$ cat config.mk
export PLATFORM = sky130hd
export DESIGN_NAME = spbd_regs
export DESIGN_NICKNAME = d
export VERILOG_FILES = /design/src/spbd_pkg.sv /design/src/spbd_regs.sv
export SDC_FILE = /design/constraint.sdc
export NUM_CORES = 1
export LEC_CHECK = 0
export BUFFER_PORTS_ARGS = -buffer_cell sky130_fd_sc_hd__buf_2
export CAP_MARGIN = 20
export CORE_ASPECT_RATIO = 0.6
export CORE_MARGIN = 3
export CORE_UTILIZATION = 35
export DETAILED_ROUTE_END_ITERATION = 10
export SLEW_MARGIN = 20
export SYNTH_ARGS = -nofsm -noshare
export SYNTH_HDL_FRONTEND = slang
export SYNTH_SLANG_ARGS = --single-unit
$ cat constraint.sdc
create_clock -name clk -period 7.45 [get_ports clk]
set_clock_uncertainty 0.2 [all_clocks]
set_input_delay 1.49 -clock clk [delete_from_list [all_inputs] [get_ports clk]]
set_output_delay 1.49 -clock clk [all_outputs]
set_load 0.02 [all_outputs]
$ cat src/spbd_pkg.sv
// Purpose: constants and types for the speaker, bypass and dither register slice
// Assumes: eight-bit registers on a plain address/strobe port
// Notes:   offsets are the printed register numbers
package spbd_pkg;

  localparam int unsigned ADDR_W = 7;
  localparam int unsigned DATA_W = 8;

  localparam logic [6:0] RSVD_70_OFF    = 7'h46;
  localparam logic [6:0] RSVD_71_OFF    = 7'h47;
  localparam logic [6:0] RSVD_72_OFF    = 7'h48;
  localparam logic [6:0] SPK_CTRL_OFF   = 7'h49;
  localparam logic [6:0] RSVD_74_OFF    = 7'h4a;
  localparam logic [6:0] RSVD_75_OFF    = 7'h4b;
  localparam logic [6:0] DITHER_OFF     = 7'h4c;
  localparam logic [6:0] RSVD_77_OFF    = 7'h4d;
  localparam logic [6:0] RSVD_78_OFF    = 7'h4e;
  localparam logic [6:0] RSVD_79_OFF    = 7'h4f;

  localparam int unsigned LGAIN_LSB     = 6;
  localparam int unsigned RGAIN_LSB     = 4;
  localparam int unsigned LEN_BIT       = 3;
  localparam int unsigned REN_BIT       = 2;
  localparam int unsigned BYP_BIT       = 1;
  localparam int unsigned BOOT_BIT      = 0;
  localparam int unsigned LDITH_LSB     = 4;
  localparam int unsigned RDITH_LSB     = 0;

  localparam logic [7:0] SPK_CTRL_RST   = 8'h00;
  localparam logic [7:0] DITHER_RST     = 8'h00;
  localparam logic [7:0] RSVD_VALUE     = 8'h00;
  localparam logic [7:0] SPK_WO_MASK    = 8'h0e;

  localparam logic [4:0] GAIN_STEP_DB   = 5'h06;
  localparam logic [6:0] DITH_STEP_MV   = 7'h0f;

  typedef struct packed {
    logic [1:0] left_gain;
    logic [1:0] right_gain;
    logic       left_en;
    logic       right_en;
    logic       bypass_en;
    logic       boot_clk_en;
  } spbd_spk_t;

  typedef struct packed {
    logic [3:0] left;
    logic [3:0] right;
  } spbd_dith_t;

  typedef struct packed {
    logic       enable;
    logic       negative;
    logic [6:0] mv;
  } spbd_dlevel_t;

  typedef struct packed {
    logic [ADDR_W-1:0] addr;
    logic [DATA_W-1:0] wdata;
    logic              wr;
    logic              rd;
  } spbd_req_t;

endpackage : spbd_pkg

$ cat src/spbd_regs.sv
// Purpose: speaker amplifier, bypass switch and ADC dither control registers
// Assumes: plain register port, read data one cycle after the read strobe
// Notes:   write-only bits read back as zero; reserved locations read zero
//
// Summary of operation
// - left speaker gain in bits 7:6 of 0x49 decodes to 0/6/12/18 dB and is read/write.
// - right speaker gain in bits 5:4 of 0x49 decodes the same way and is read/write.
// - bit 3 of 0x49 is write-only and enables the left speaker channel, reset off.
// - bit 2 of 0x49 is write-only and enables the right speaker channel, reset off.
// - bit 1 of 0x49 is write-only and enables the bypass switch, reset off.
// - bit 0 of 0x49 is read/write and enables the bypass bootstrap clock, reset off.
// - left dither in bits 7:4 of 0x4c is sign-magnitude, 15 mV steps, 0000/1000 off.
// - right dither in bits 3:0 of 0x4c uses the same code, read/write, reset 0000.
// - reserved locations read all zeros and software must never write them.
`timescale 1ns/100ps

module spbd_regs
  import spbd_pkg::*;
(
  input  wire logic              clk,
  input  wire logic              reset_n,
  input  wire logic [ADDR_W-1:0] addr,
  input  wire logic [DATA_W-1:0] wdata,
  input  wire logic              wr_stb,
  input  wire logic              rd_stb,
  output logic      [DATA_W-1:0] rdata,
  output logic      [4:0]        left_gain_db,
  output logic      [4:0]        right_gain_db,
  output logic                   left_spk_en,
  output logic                   right_spk_en,
  output logic                   bypass_en,
  output logic                   boot_clk_en,
  output spbd_dlevel_t           left_dither,
  output spbd_dlevel_t           right_dither,
  output logic                   rsvd_wr_err
);

  spbd_spk_t          spk_q;
  spbd_spk_t          spk_d;
  spbd_dith_t         dith_q;
  spbd_dith_t         dith_d;
  logic [DATA_W-1:0]  rdata_q;
  logic [DATA_W-1:0]  rdata_d;
  logic               rsvd_q;
  logic               rsvd_d;
  spbd_req_t          req;

  function automatic logic [4:0] gain_db(input logic [1:0] code);
    gain_db = 5'(code * GAIN_STEP_DB);
  endfunction : gain_db

  function automatic spbd_dlevel_t dith_decode(input logic [3:0] code);
    spbd_dlevel_t v;
    v.enable   = (code[2:0] != 3'h0);
    v.negative = code[3] & v.enable;
    v.mv       = 7'(code[2:0] * DITH_STEP_MV);
    dith_decode = v;
  endfunction : dith_decode

  function automatic logic is_reserved(input logic [ADDR_W-1:0] a);
    is_reserved = (a == RSVD_70_OFF) || (a == RSVD_71_OFF) || (a == RSVD_72_OFF)
               || (a == RSVD_74_OFF) || (a == RSVD_75_OFF) || (a == RSVD_77_OFF)
               || (a == RSVD_78_OFF) || (a == RSVD_79_OFF);
  endfunction : is_reserved

  always_comb begin
    req.addr  = addr;
    req.wdata = wdata;
    req.wr    = wr_stb;
    req.rd    = rd_stb;
  end

  // speaker control register
  always_comb begin
    spk_d = spk_q;
    if (req.wr && req.addr == SPK_CTRL_OFF) begin
      spk_d.left_gain   = req.wdata[LGAIN_LSB +: 2];
      spk_d.right_gain  = req.wdata[RGAIN_LSB +: 2];
      spk_d.left_en     = req.wdata[LEN_BIT];
      spk_d.right_en    = req.wdata[REN_BIT];
      spk_d.bypass_en   = req.wdata[BYP_BIT];
      spk_d.boot_clk_en = req.wdata[BOOT_BIT];
    end
  end

  always_ff @(posedge clk or negedge reset_n) begin
    if (!reset_n) begin
      spk_q <= spbd_spk_t'(SPK_CTRL_RST);
    end else begin
      spk_q <= spk_d;
    end
  end

  // dither level register
  always_comb begin
    dith_d = dith_q;
    if (req.wr && req.addr == DITHER_OFF) begin
      dith_d.left  = req.wdata[LDITH_LSB +: 4];
      dith_d.right = req.wdata[RDITH_LSB +: 4];
    end
  end

  always_ff @(posedge clk or negedge reset_n) begin
    if (!reset_n) begin
      dith_q <= spbd_dith_t'(DITHER_RST);
    end else begin
      dith_q <= dith_d;
    end
  end

  // reserved write flag, one cycle pulse, nothing stored
  always_comb begin
    rsvd_d = req.wr && is_reserved(req.addr);
  end

  always_ff @(posedge clk or negedge reset_n) begin
    if (!reset_n) begin
      rsvd_q <= 1'b0;
    end else begin
      rsvd_q <= rsvd_d;
    end
  end

  // read mux, data stand only in the cycle after the strobe
  always_comb begin
    rdata_d = RSVD_VALUE;
    if (req.rd) begin
      case (req.addr)
        SPK_CTRL_OFF: begin
          rdata_d = {spk_q.left_gain, spk_q.right_gain, 3'h0, spk_q.boot_clk_en};
        end
        DITHER_OFF: begin
          rdata_d = {dith_q.left, dith_q.right};
        end
        default: begin
          rdata_d = RSVD_VALUE;
        end
      endcase
    end
  end

  always_ff @(posedge clk or negedge reset_n) begin
    if (!reset_n) begin
      rdata_q <= RSVD_VALUE;
    end else begin
      rdata_q <= rdata_d;
    end
  end

  assign rdata         = rdata_q;
  assign left_gain_db  = gain_db(spk_q.left_gain);
  assign right_gain_db = gain_db(spk_q.right_gain);
  assign left_spk_en   = spk_q.left_en;
  assign right_spk_en  = spk_q.right_en;
  assign bypass_en     = spk_q.bypass_en;
  assign boot_clk_en   = spk_q.boot_clk_en;
  assign left_dither   = dith_decode(dith_q.left);
  assign right_dither  = dith_decode(dith_q.right);
  assign rsvd_wr_err   = rsvd_q;
endmodule : spbd_regs

==> impl_metrics.py, run 1 <==
metrics = {
    "power": {
        "comb_power_share_pct": 29.6,
        "powerDensity_nw_per_um2": 167.8,
        "ir_drop_uv": 75.09,
        "p_seq_share_pct": 46.3,
        "power_leakage_nw": 1.232,
        "p_sw_mw": 0.1097,
        "swShare_pct": 33.17,
        "p_clk_share_pct": 24.1,
        "internal-power_mw": 0.2210,
    },
    "hold_path": {
        "hold-path-cell-count": 1,
        "min_to": "left_spk_en",
        "hp-start": "left_spk_en",
        "min_path_type": "reg -> reg",
    },
    "run": {
        "cap_violations": 0,
    },
    "timing": {
        "finalCritPeriodShare_pct": 56.27,
        "final_period_minus_worst_setup_slack_ns": 4.192,
        "fin_tns_setup_ns": 0,
        "rsz0062_at_grt": "no",
        "fin_ws_ns": 3.258,
        "slew_headroom_pct": 62.36,
        "max_freq_mhz": 238.6,
        "hold_violations": 0,
        "drv_slew": 0,
        "worstMarginPinSlew_ns": 0.5645,
        "timing.hold.ws_ns": 0.3179,
        "setup_viol": 0,
    },
    "layout": {
        "nNetsFinal": 222,
        "syn_to_final_growth_pct": 22.09,
        "post_route_cells_drive_above_1_share_pct": 44.94,
        "diodes": 0,
    },
    "synthesis": {
        "yosys_most_used_dff": "dfrtp_1",
        "synth-edff-count": 0,
        "syn-cell-area_sq_um": 1614,
        "yosysTopAreaCell": "dfrtp_1",
        "netlist.area_leader.share_pct": 38.76,
        "synth.most_common_cell": "dfrtp_1",
        "ys_async_sr_fraction_pct": 100.0,
        "syn_inst": 123,
        "yosysWarnings": 0,
        "yosysSeqAreaShare_pct": 38.76,
        "synth_seq_cells": 25,
        "avgSynthCellArea_sq_um": 13.12,
        "synthTopCellsByArea": "dfrtp_1 (39%), mux2_4 (15%), ha_1 (14%), fa_1 (7.4%), buf_4 (3.3%)",
        "synthDistinctLibCells": 24,
        "synthTopCellsByCount": "dfrtp_1 (25), ha_1 (18), mux2_4 (16), inv_1 (10), buf_4 (7)",
    },
    "grt": {
        "grt_start_max_net_pins": 26,
        "grt.overflow.total": 0,
        "antenna_found_initial": 0,
        "grt_pass1_wl_mm": 5.623,
        "grtUsageTotal_pct": 13.06,
        "grt_pass1_vias": 1126,
    },
    "placement": {
        "port_buffers": 57,
        "gp_congestion": 0.8847,
        "pre_cts_ws_ns": 3.551,
        "place_hpwl_mm": 2.711,
    },
    "worst_setup_path": {
        "crit_required_ns": 5.76,
        "r2r-start": "dith_q[1]",
        "rrSetupSlack_ns": 6.35,
        "startpoint_type": "flop",
        "crit_arrival_ns": 2.50,
        "r2r_end": "dith_q[1]",
        "crit_path_end_kind": "output pin",
        "ff2ff_path_depth": 1,
        "path_class": "reg -> out",
        "cp_max_fo": 7,
    },
    "floorplanning": {
        "die-height_um": 58.60,
        "fp.dieW_um": 93.67,
        "start_util_pct": 37.72,
        "io_pins": 60,
        "design.core.area_sq_um": 4279,
        "placementRows": 18,
        "die_area_sq_um": 5489,
    },
    "detailed_routing": {
        "vias_per_cell": 4.450,
        "drt_pass1_iterations": 4,
        "drtIter0Drc": 30,
        "route.detailed.drc": 0,
        "ant_nets": 0,
        "wl_mm": 3.352,
        "route.vias.total": 1059,
        "avgRoutedWirePerCell_um": 14.08,
    },
    "cts": {
        "ctsHoldBuffers": 0,
        "tritoncts": "yes",
        "cts_resized": 0,
        "root_buffer": "clkbuf_8",
        "clkSlewWorstSetupHoldPaths_ns": 0.09,
        "postCtsSetupBuffers": 0,
        "clock_latency_ns": 0.26,
        "cts_made_buffers": 3,
        "clock-sinks": 25,
        "clockBufferDepth": 2,
        "htree_levels": 1,
    },
    "run_status": {
        "status": "finished clean",
    },
}
==> power by group through the flow <==
stage               logic [mW]  registers [mW]  clock network [mW]
floorplan               0.0704           0.156                   0
global placement        0.0969           0.155                   0
detailed placement      0.0997           0.156                   0
CTS                      0.100           0.153              0.0816
global route             0.109           0.155              0.0866
finish                  0.0978           0.153              0.0798
==> area by class of cell <==
| cell class | instances | area [sq um] |
|---|---|---|
| fillers | 402 | 2308 |
| multi-input cells | 82 | 902.1 |
| flip-flops and latches | 25 | 625.6 |
| repair buffers | 57 | 285.3 |
| well taps | 60 | 75.07 |
| clock buffers | 4 | 45.04 |
| inverters | 10 | 37.54 |
==> per-stage QoR <==
stage	instances	utilization [%]	cell area, sq um	power (mW)
4_1_cts	238	46.05	1971	0.3348
5_1_grt	238	46.05	1971	0.3508
2_1_floorplan	124	-	1618	0.2261
6_report	238	46.05	1971	0.3306
3_5_place_dp	234	45.00	1926	0.2556
3_3_place_gp	234	45.00	1926	0.2518
==> logic make-up (layout without fill, tap and decap cells) <==
group,count (synthesis),count (layout),synth area share (%)
flip-flops,25,25,38.76
adder cells (fa/ha/maj),24,24,21.40
AND/OR/NAND/NOR,20,20,9.922
buffers and inverters,17,71,5.582
multiplexers,16,16,14.88
AO/OA/AOI/OAI,15,15,6.512
XOR/XNOR,5,5,2.714
other,1,2,0.2323
==> critical path: stages (launching register included) <==
cell,delay [ns]
dfrtp_1,0.49
fa_1,0.57
ha_1,0.27
fa_1,0.42
a21o_1,0.17
a21o_1,0.16
buf_2,0.15
==> metal layers <==
layer	routed length [um]	up-vias	part of all wire, %	track usage (%)
met2	1429	38	43	19.82
met5	0	-	0	0
met3	210	2	6.3	4.215
met4	15	0	0.45	1.646
met1	1697	501	51	18.90
li1	-	518	-	-
==> flip-flops by register name (all words and copies together), names as in the netlist <==
register / flops
boot_clk_en: 1
bypass_en: 1
dith_q: 8
left_spk_en: 1
rdata: 8
right_spk_en: 1
rsvd_wr_err: 1
spk_q: 4
==> worst max path at each step <==
| stage | start | endpoint | slack (ns) | cells after the start |
|---|---|---|---|---|
| finish | dith_q[1] | right_dither[6] | 3.26 | 6 |
| CTS | dith_q[1] | right_dither[6] | 3.25 | 6 |
| global route | dith_q[1] | right_dither[6] | 3.16 | 6 |
| global placement | dith_q[1] | right_dither[6] | 3.65 | 6 |
| detailed placement | dith_q[1] | right_dither[6] | 3.55 | 6 |
| floorplan | dith_q[5] | left_dither[6] | 3.75 | 5 |
==> cells in the final DEF, fill, tap and decap left out, types with 2 or more instances in the layout <==
cell type / count
dfrtp_1: 25
inv_1: 10
mux2_4: 16
xnor2_1: 3
buf_2: 57
conb_1: 2
a21o_1: 6
ha_1: 18
fa_1: 6
and2_1: 5
clkbuf_8: 3
nor2_1: 5
a21oi_1: 2
and4bb_4: 2
xor2_1: 2
nand2b_1: 2
a22oi_1: 5
(Power assumes the default switching activity.)
==> run 2, diff against run 1 <==
==> constraint.sdc (replaced) <==
create_clock -name clk -period 3.38 [get_ports clk]
set_clock_uncertainty 0.2 [all_clocks]
set_input_delay 0.676 -clock clk [delete_from_list [all_inputs] [get_ports clk]]
set_output_delay 0.676 -clock clk [all_outputs]
set_load 0.02 [all_outputs]
==> run 2 against run 1 <==
  * Clock power is 130% higher
  * Die area stayed put
  * Register-to-register slack worse by 4.1 ns
  * Sequential share of layout area is 0.088 points lower
  * Critical path type unchanged
==> impl_metrics.py, run 2 (synthesized netlist as in run 1, its figures left out) <==
metrics = {
    "detailed_routing": {
        "route.vias.total": 1076,
        "route.detailed.drc": 0,
        "drtIter0Drc": 31,
        "avgRoutedWirePerCell_um": 14.32,
        "wl_mm": 3.423,
        "drt_pass1_iterations": 4,
        "vias_per_cell": 4.502,
        "ant_nets": 0,
    },
    "worst_setup_path": {
        "crit_required_ns": 2.50,
        "worst_path_most_repeated_cell": "a21o_1",
        "startpoint_type": "flop",
        "path_class": "reg -> out",
        "slowest_stage": "fa_2",
        "crit_family": "adder cells",
        "crit_cells": 6,
        "cp_max_fo": 6,
        "cpPeakStageDelay_ns": 0.54,
        "path_buf_inv": 1,
        "crit_arrival_ns": 2.43,
        "crit_path_end_kind": "output pin",
        "path_cells": "fa_2 -> ha_1 -> fa_1 -> a21o_1 -> a21o_1 -> buf_2",
        "ff2ff_path_depth": 2,
    },
    "cts": {
        "clock_latency_ns": 0.27,
        "root_buffer": "clkbuf_8",
        "tritoncts": "yes",
        "cts_made_buffers": 3,
        "postCtsSetupBuffers": 0,
        "clkSlewWorstSetupHoldPaths_ns": 0.10,
        "htree_levels": 1,
        "clock-sinks": 25,
        "clockBufferDepth": 2,
    },
    "layout": {
        "layout_commonest_cell": "buf_2",
        "nNetsFinal": 223,
        "post_route_cells_drive_above_1_share_pct": 49.16,
        "syn_to_final_growth_pct": 23.41,
        "layout_common_cells": "buf_2 (57), dfrtp_1 (21), ha_1 (18)",
        "diodes": 0,
    },
    "grt": {
        "grt_pass1_wl_mm": 5.658,
        "grt_start_max_net_pins": 26,
        "antenna_found_initial": 0,
        "grt_pass1_vias": 1135,
        "grt.overflow.total": 0,
        "grtUsageTotal_pct": 13.06,
    },
    "timing": {
        "drv_slew": 0,
        "setup_viol": 0,
        "worstMarginPinSlew_ns": 0.5637,
        "rsz0062_at_grt": "no",
        "final_period_minus_worst_setup_slack_ns": 3.305,
        "fin_tns_setup_ns": 0,
        "max_freq_mhz": 302.6,
        "finalCritPeriodShare_pct": 97.77,
        "timing.hold.ws_ns": 0.1783,
        "hold_violations": 0,
        "slew_headroom_pct": 62.42,
    },
    "power": {
        "ir_drop_uv": 152.2,
        "internal-power_mw": 0.4907,
        "p_clk_share_pct": 24.9,
        "powerDensity_nw_per_um2": 373.0,
        "power_leakage_nw": 1.226,
        "swShare_pct": 33.96,
        "comb_power_share_pct": 29.7,
        "p_sw_mw": 0.2523,
        "p_seq_share_pct": 45.4,
    },
    "placement": {
        "port_buffers": 57,
        "place_hpwl_mm": 2.811,
        "gp_congestion": 0.8116,
    },
    "run_status": {
        "status": "finished clean",
    },
    "floorplanning": {
        "start_util_pct": 37.72,
        "fp.dieW_um": 93.67,
        "die_area_sq_um": 5489,
        "placementRows": 18,
        "die-height_um": 58.60,
        "design.core.area_sq_um": 4279,
        "io_pins": 60,
    },
    "hold_path": {
        "min_path_type": "in -> async",
    },
    "run": {
        "cap_violations": 0,
    },
}
run 2: cell count changes in the layout (fill, tap and decap cells not counted), sizes merged:
cell and delta:
buf +1, clkinvlp +1, clkbuf -1
run 2: worst register-to-register path: stages, from the launching register on:
cell and delay, ns:
dfrtp_1 0.41, buf_4 0.17, mux2_4 0.25
run 2: final cells by class:
type / instances / area [sq um]
multi-input combinational: 82 / 907.1
clock buffer: 3 / 41.29
inverter: 10 / 37.54
sequential: 25 / 630.6
tap: 60 / 75.07
clock inverter: 1 / 7.507
timing repair buffer: 58 / 292.8
fill: 416 / 2287
run 2: what timing repair did:
item,4_1_cts,5_1_grt
endpoints found under the hold margin,0,0
gates resized for setup,0,6
endpoints found under the setup margin,0,2
hold buffers,0,0
run 2: metrics by stage:
stage | area (sq um) | setup WS [ns] | instances | utilization (%) | total power [mW]
2_1_floorplan | 1618 | 0.4960 | 124 | - | 0.4983
3_3_place_gp | 1933 | 0.3908 | 235 | 45.18 | 0.5567
3_5_place_dp | 1933 | 0.3147 | 235 | 45.18 | 0.5660
4_1_cts | 1982 | 0.002071 | 239 | 46.32 | 0.7497
5_1_grt | 1992 | 0.01588 | 239 | 46.55 | 0.7855
6_report | 1992 | 0.07541 | 239 | 46.55 | 0.7430
run 2: power by group through the flow:
stage / registers (mW) / clock network, mW / logic, mW
after CTS: 0.337 / 0.189 / 0.224
final: 0.337 / 0.185 / 0.221
after floorplan: 0.343 / 0 / 0.155
after detailed placement: 0.343 / 0 / 0.223
after global routing: 0.341 / 0.202 / 0.243
after global placement: 0.340 / 0 / 0.217
run 2: final timing paths:
kind                                 from             end  slack (ns)
worst max register to register  dith_q[1]       dith_q[1]        2.25
max in group asynchronous         reset_n       dith_q[0]        2.39
worst min register to register  bypass_en       bypass_en        0.32
worst min-delay path              reset_n        spk_q[4]        0.18
min in group clk                bypass_en       bypass_en        0.32
worst max-delay path            dith_q[4]  left_dither[6]        0.08
run 2: layer usage:
| metal | GRT usage (%) | wire length [um] | vias up |
|---|---|---|---|
| met2 | 20.93 | 1542 | 34 |
| met3 | 4.087 | 199 | 2 |
| li1 | - | - | 518 |
| met4 | 0.6173 | 4 | 0 |
| met5 | 0 | 0 | - |
| met1 | 18.50 | 1676 | 522 |
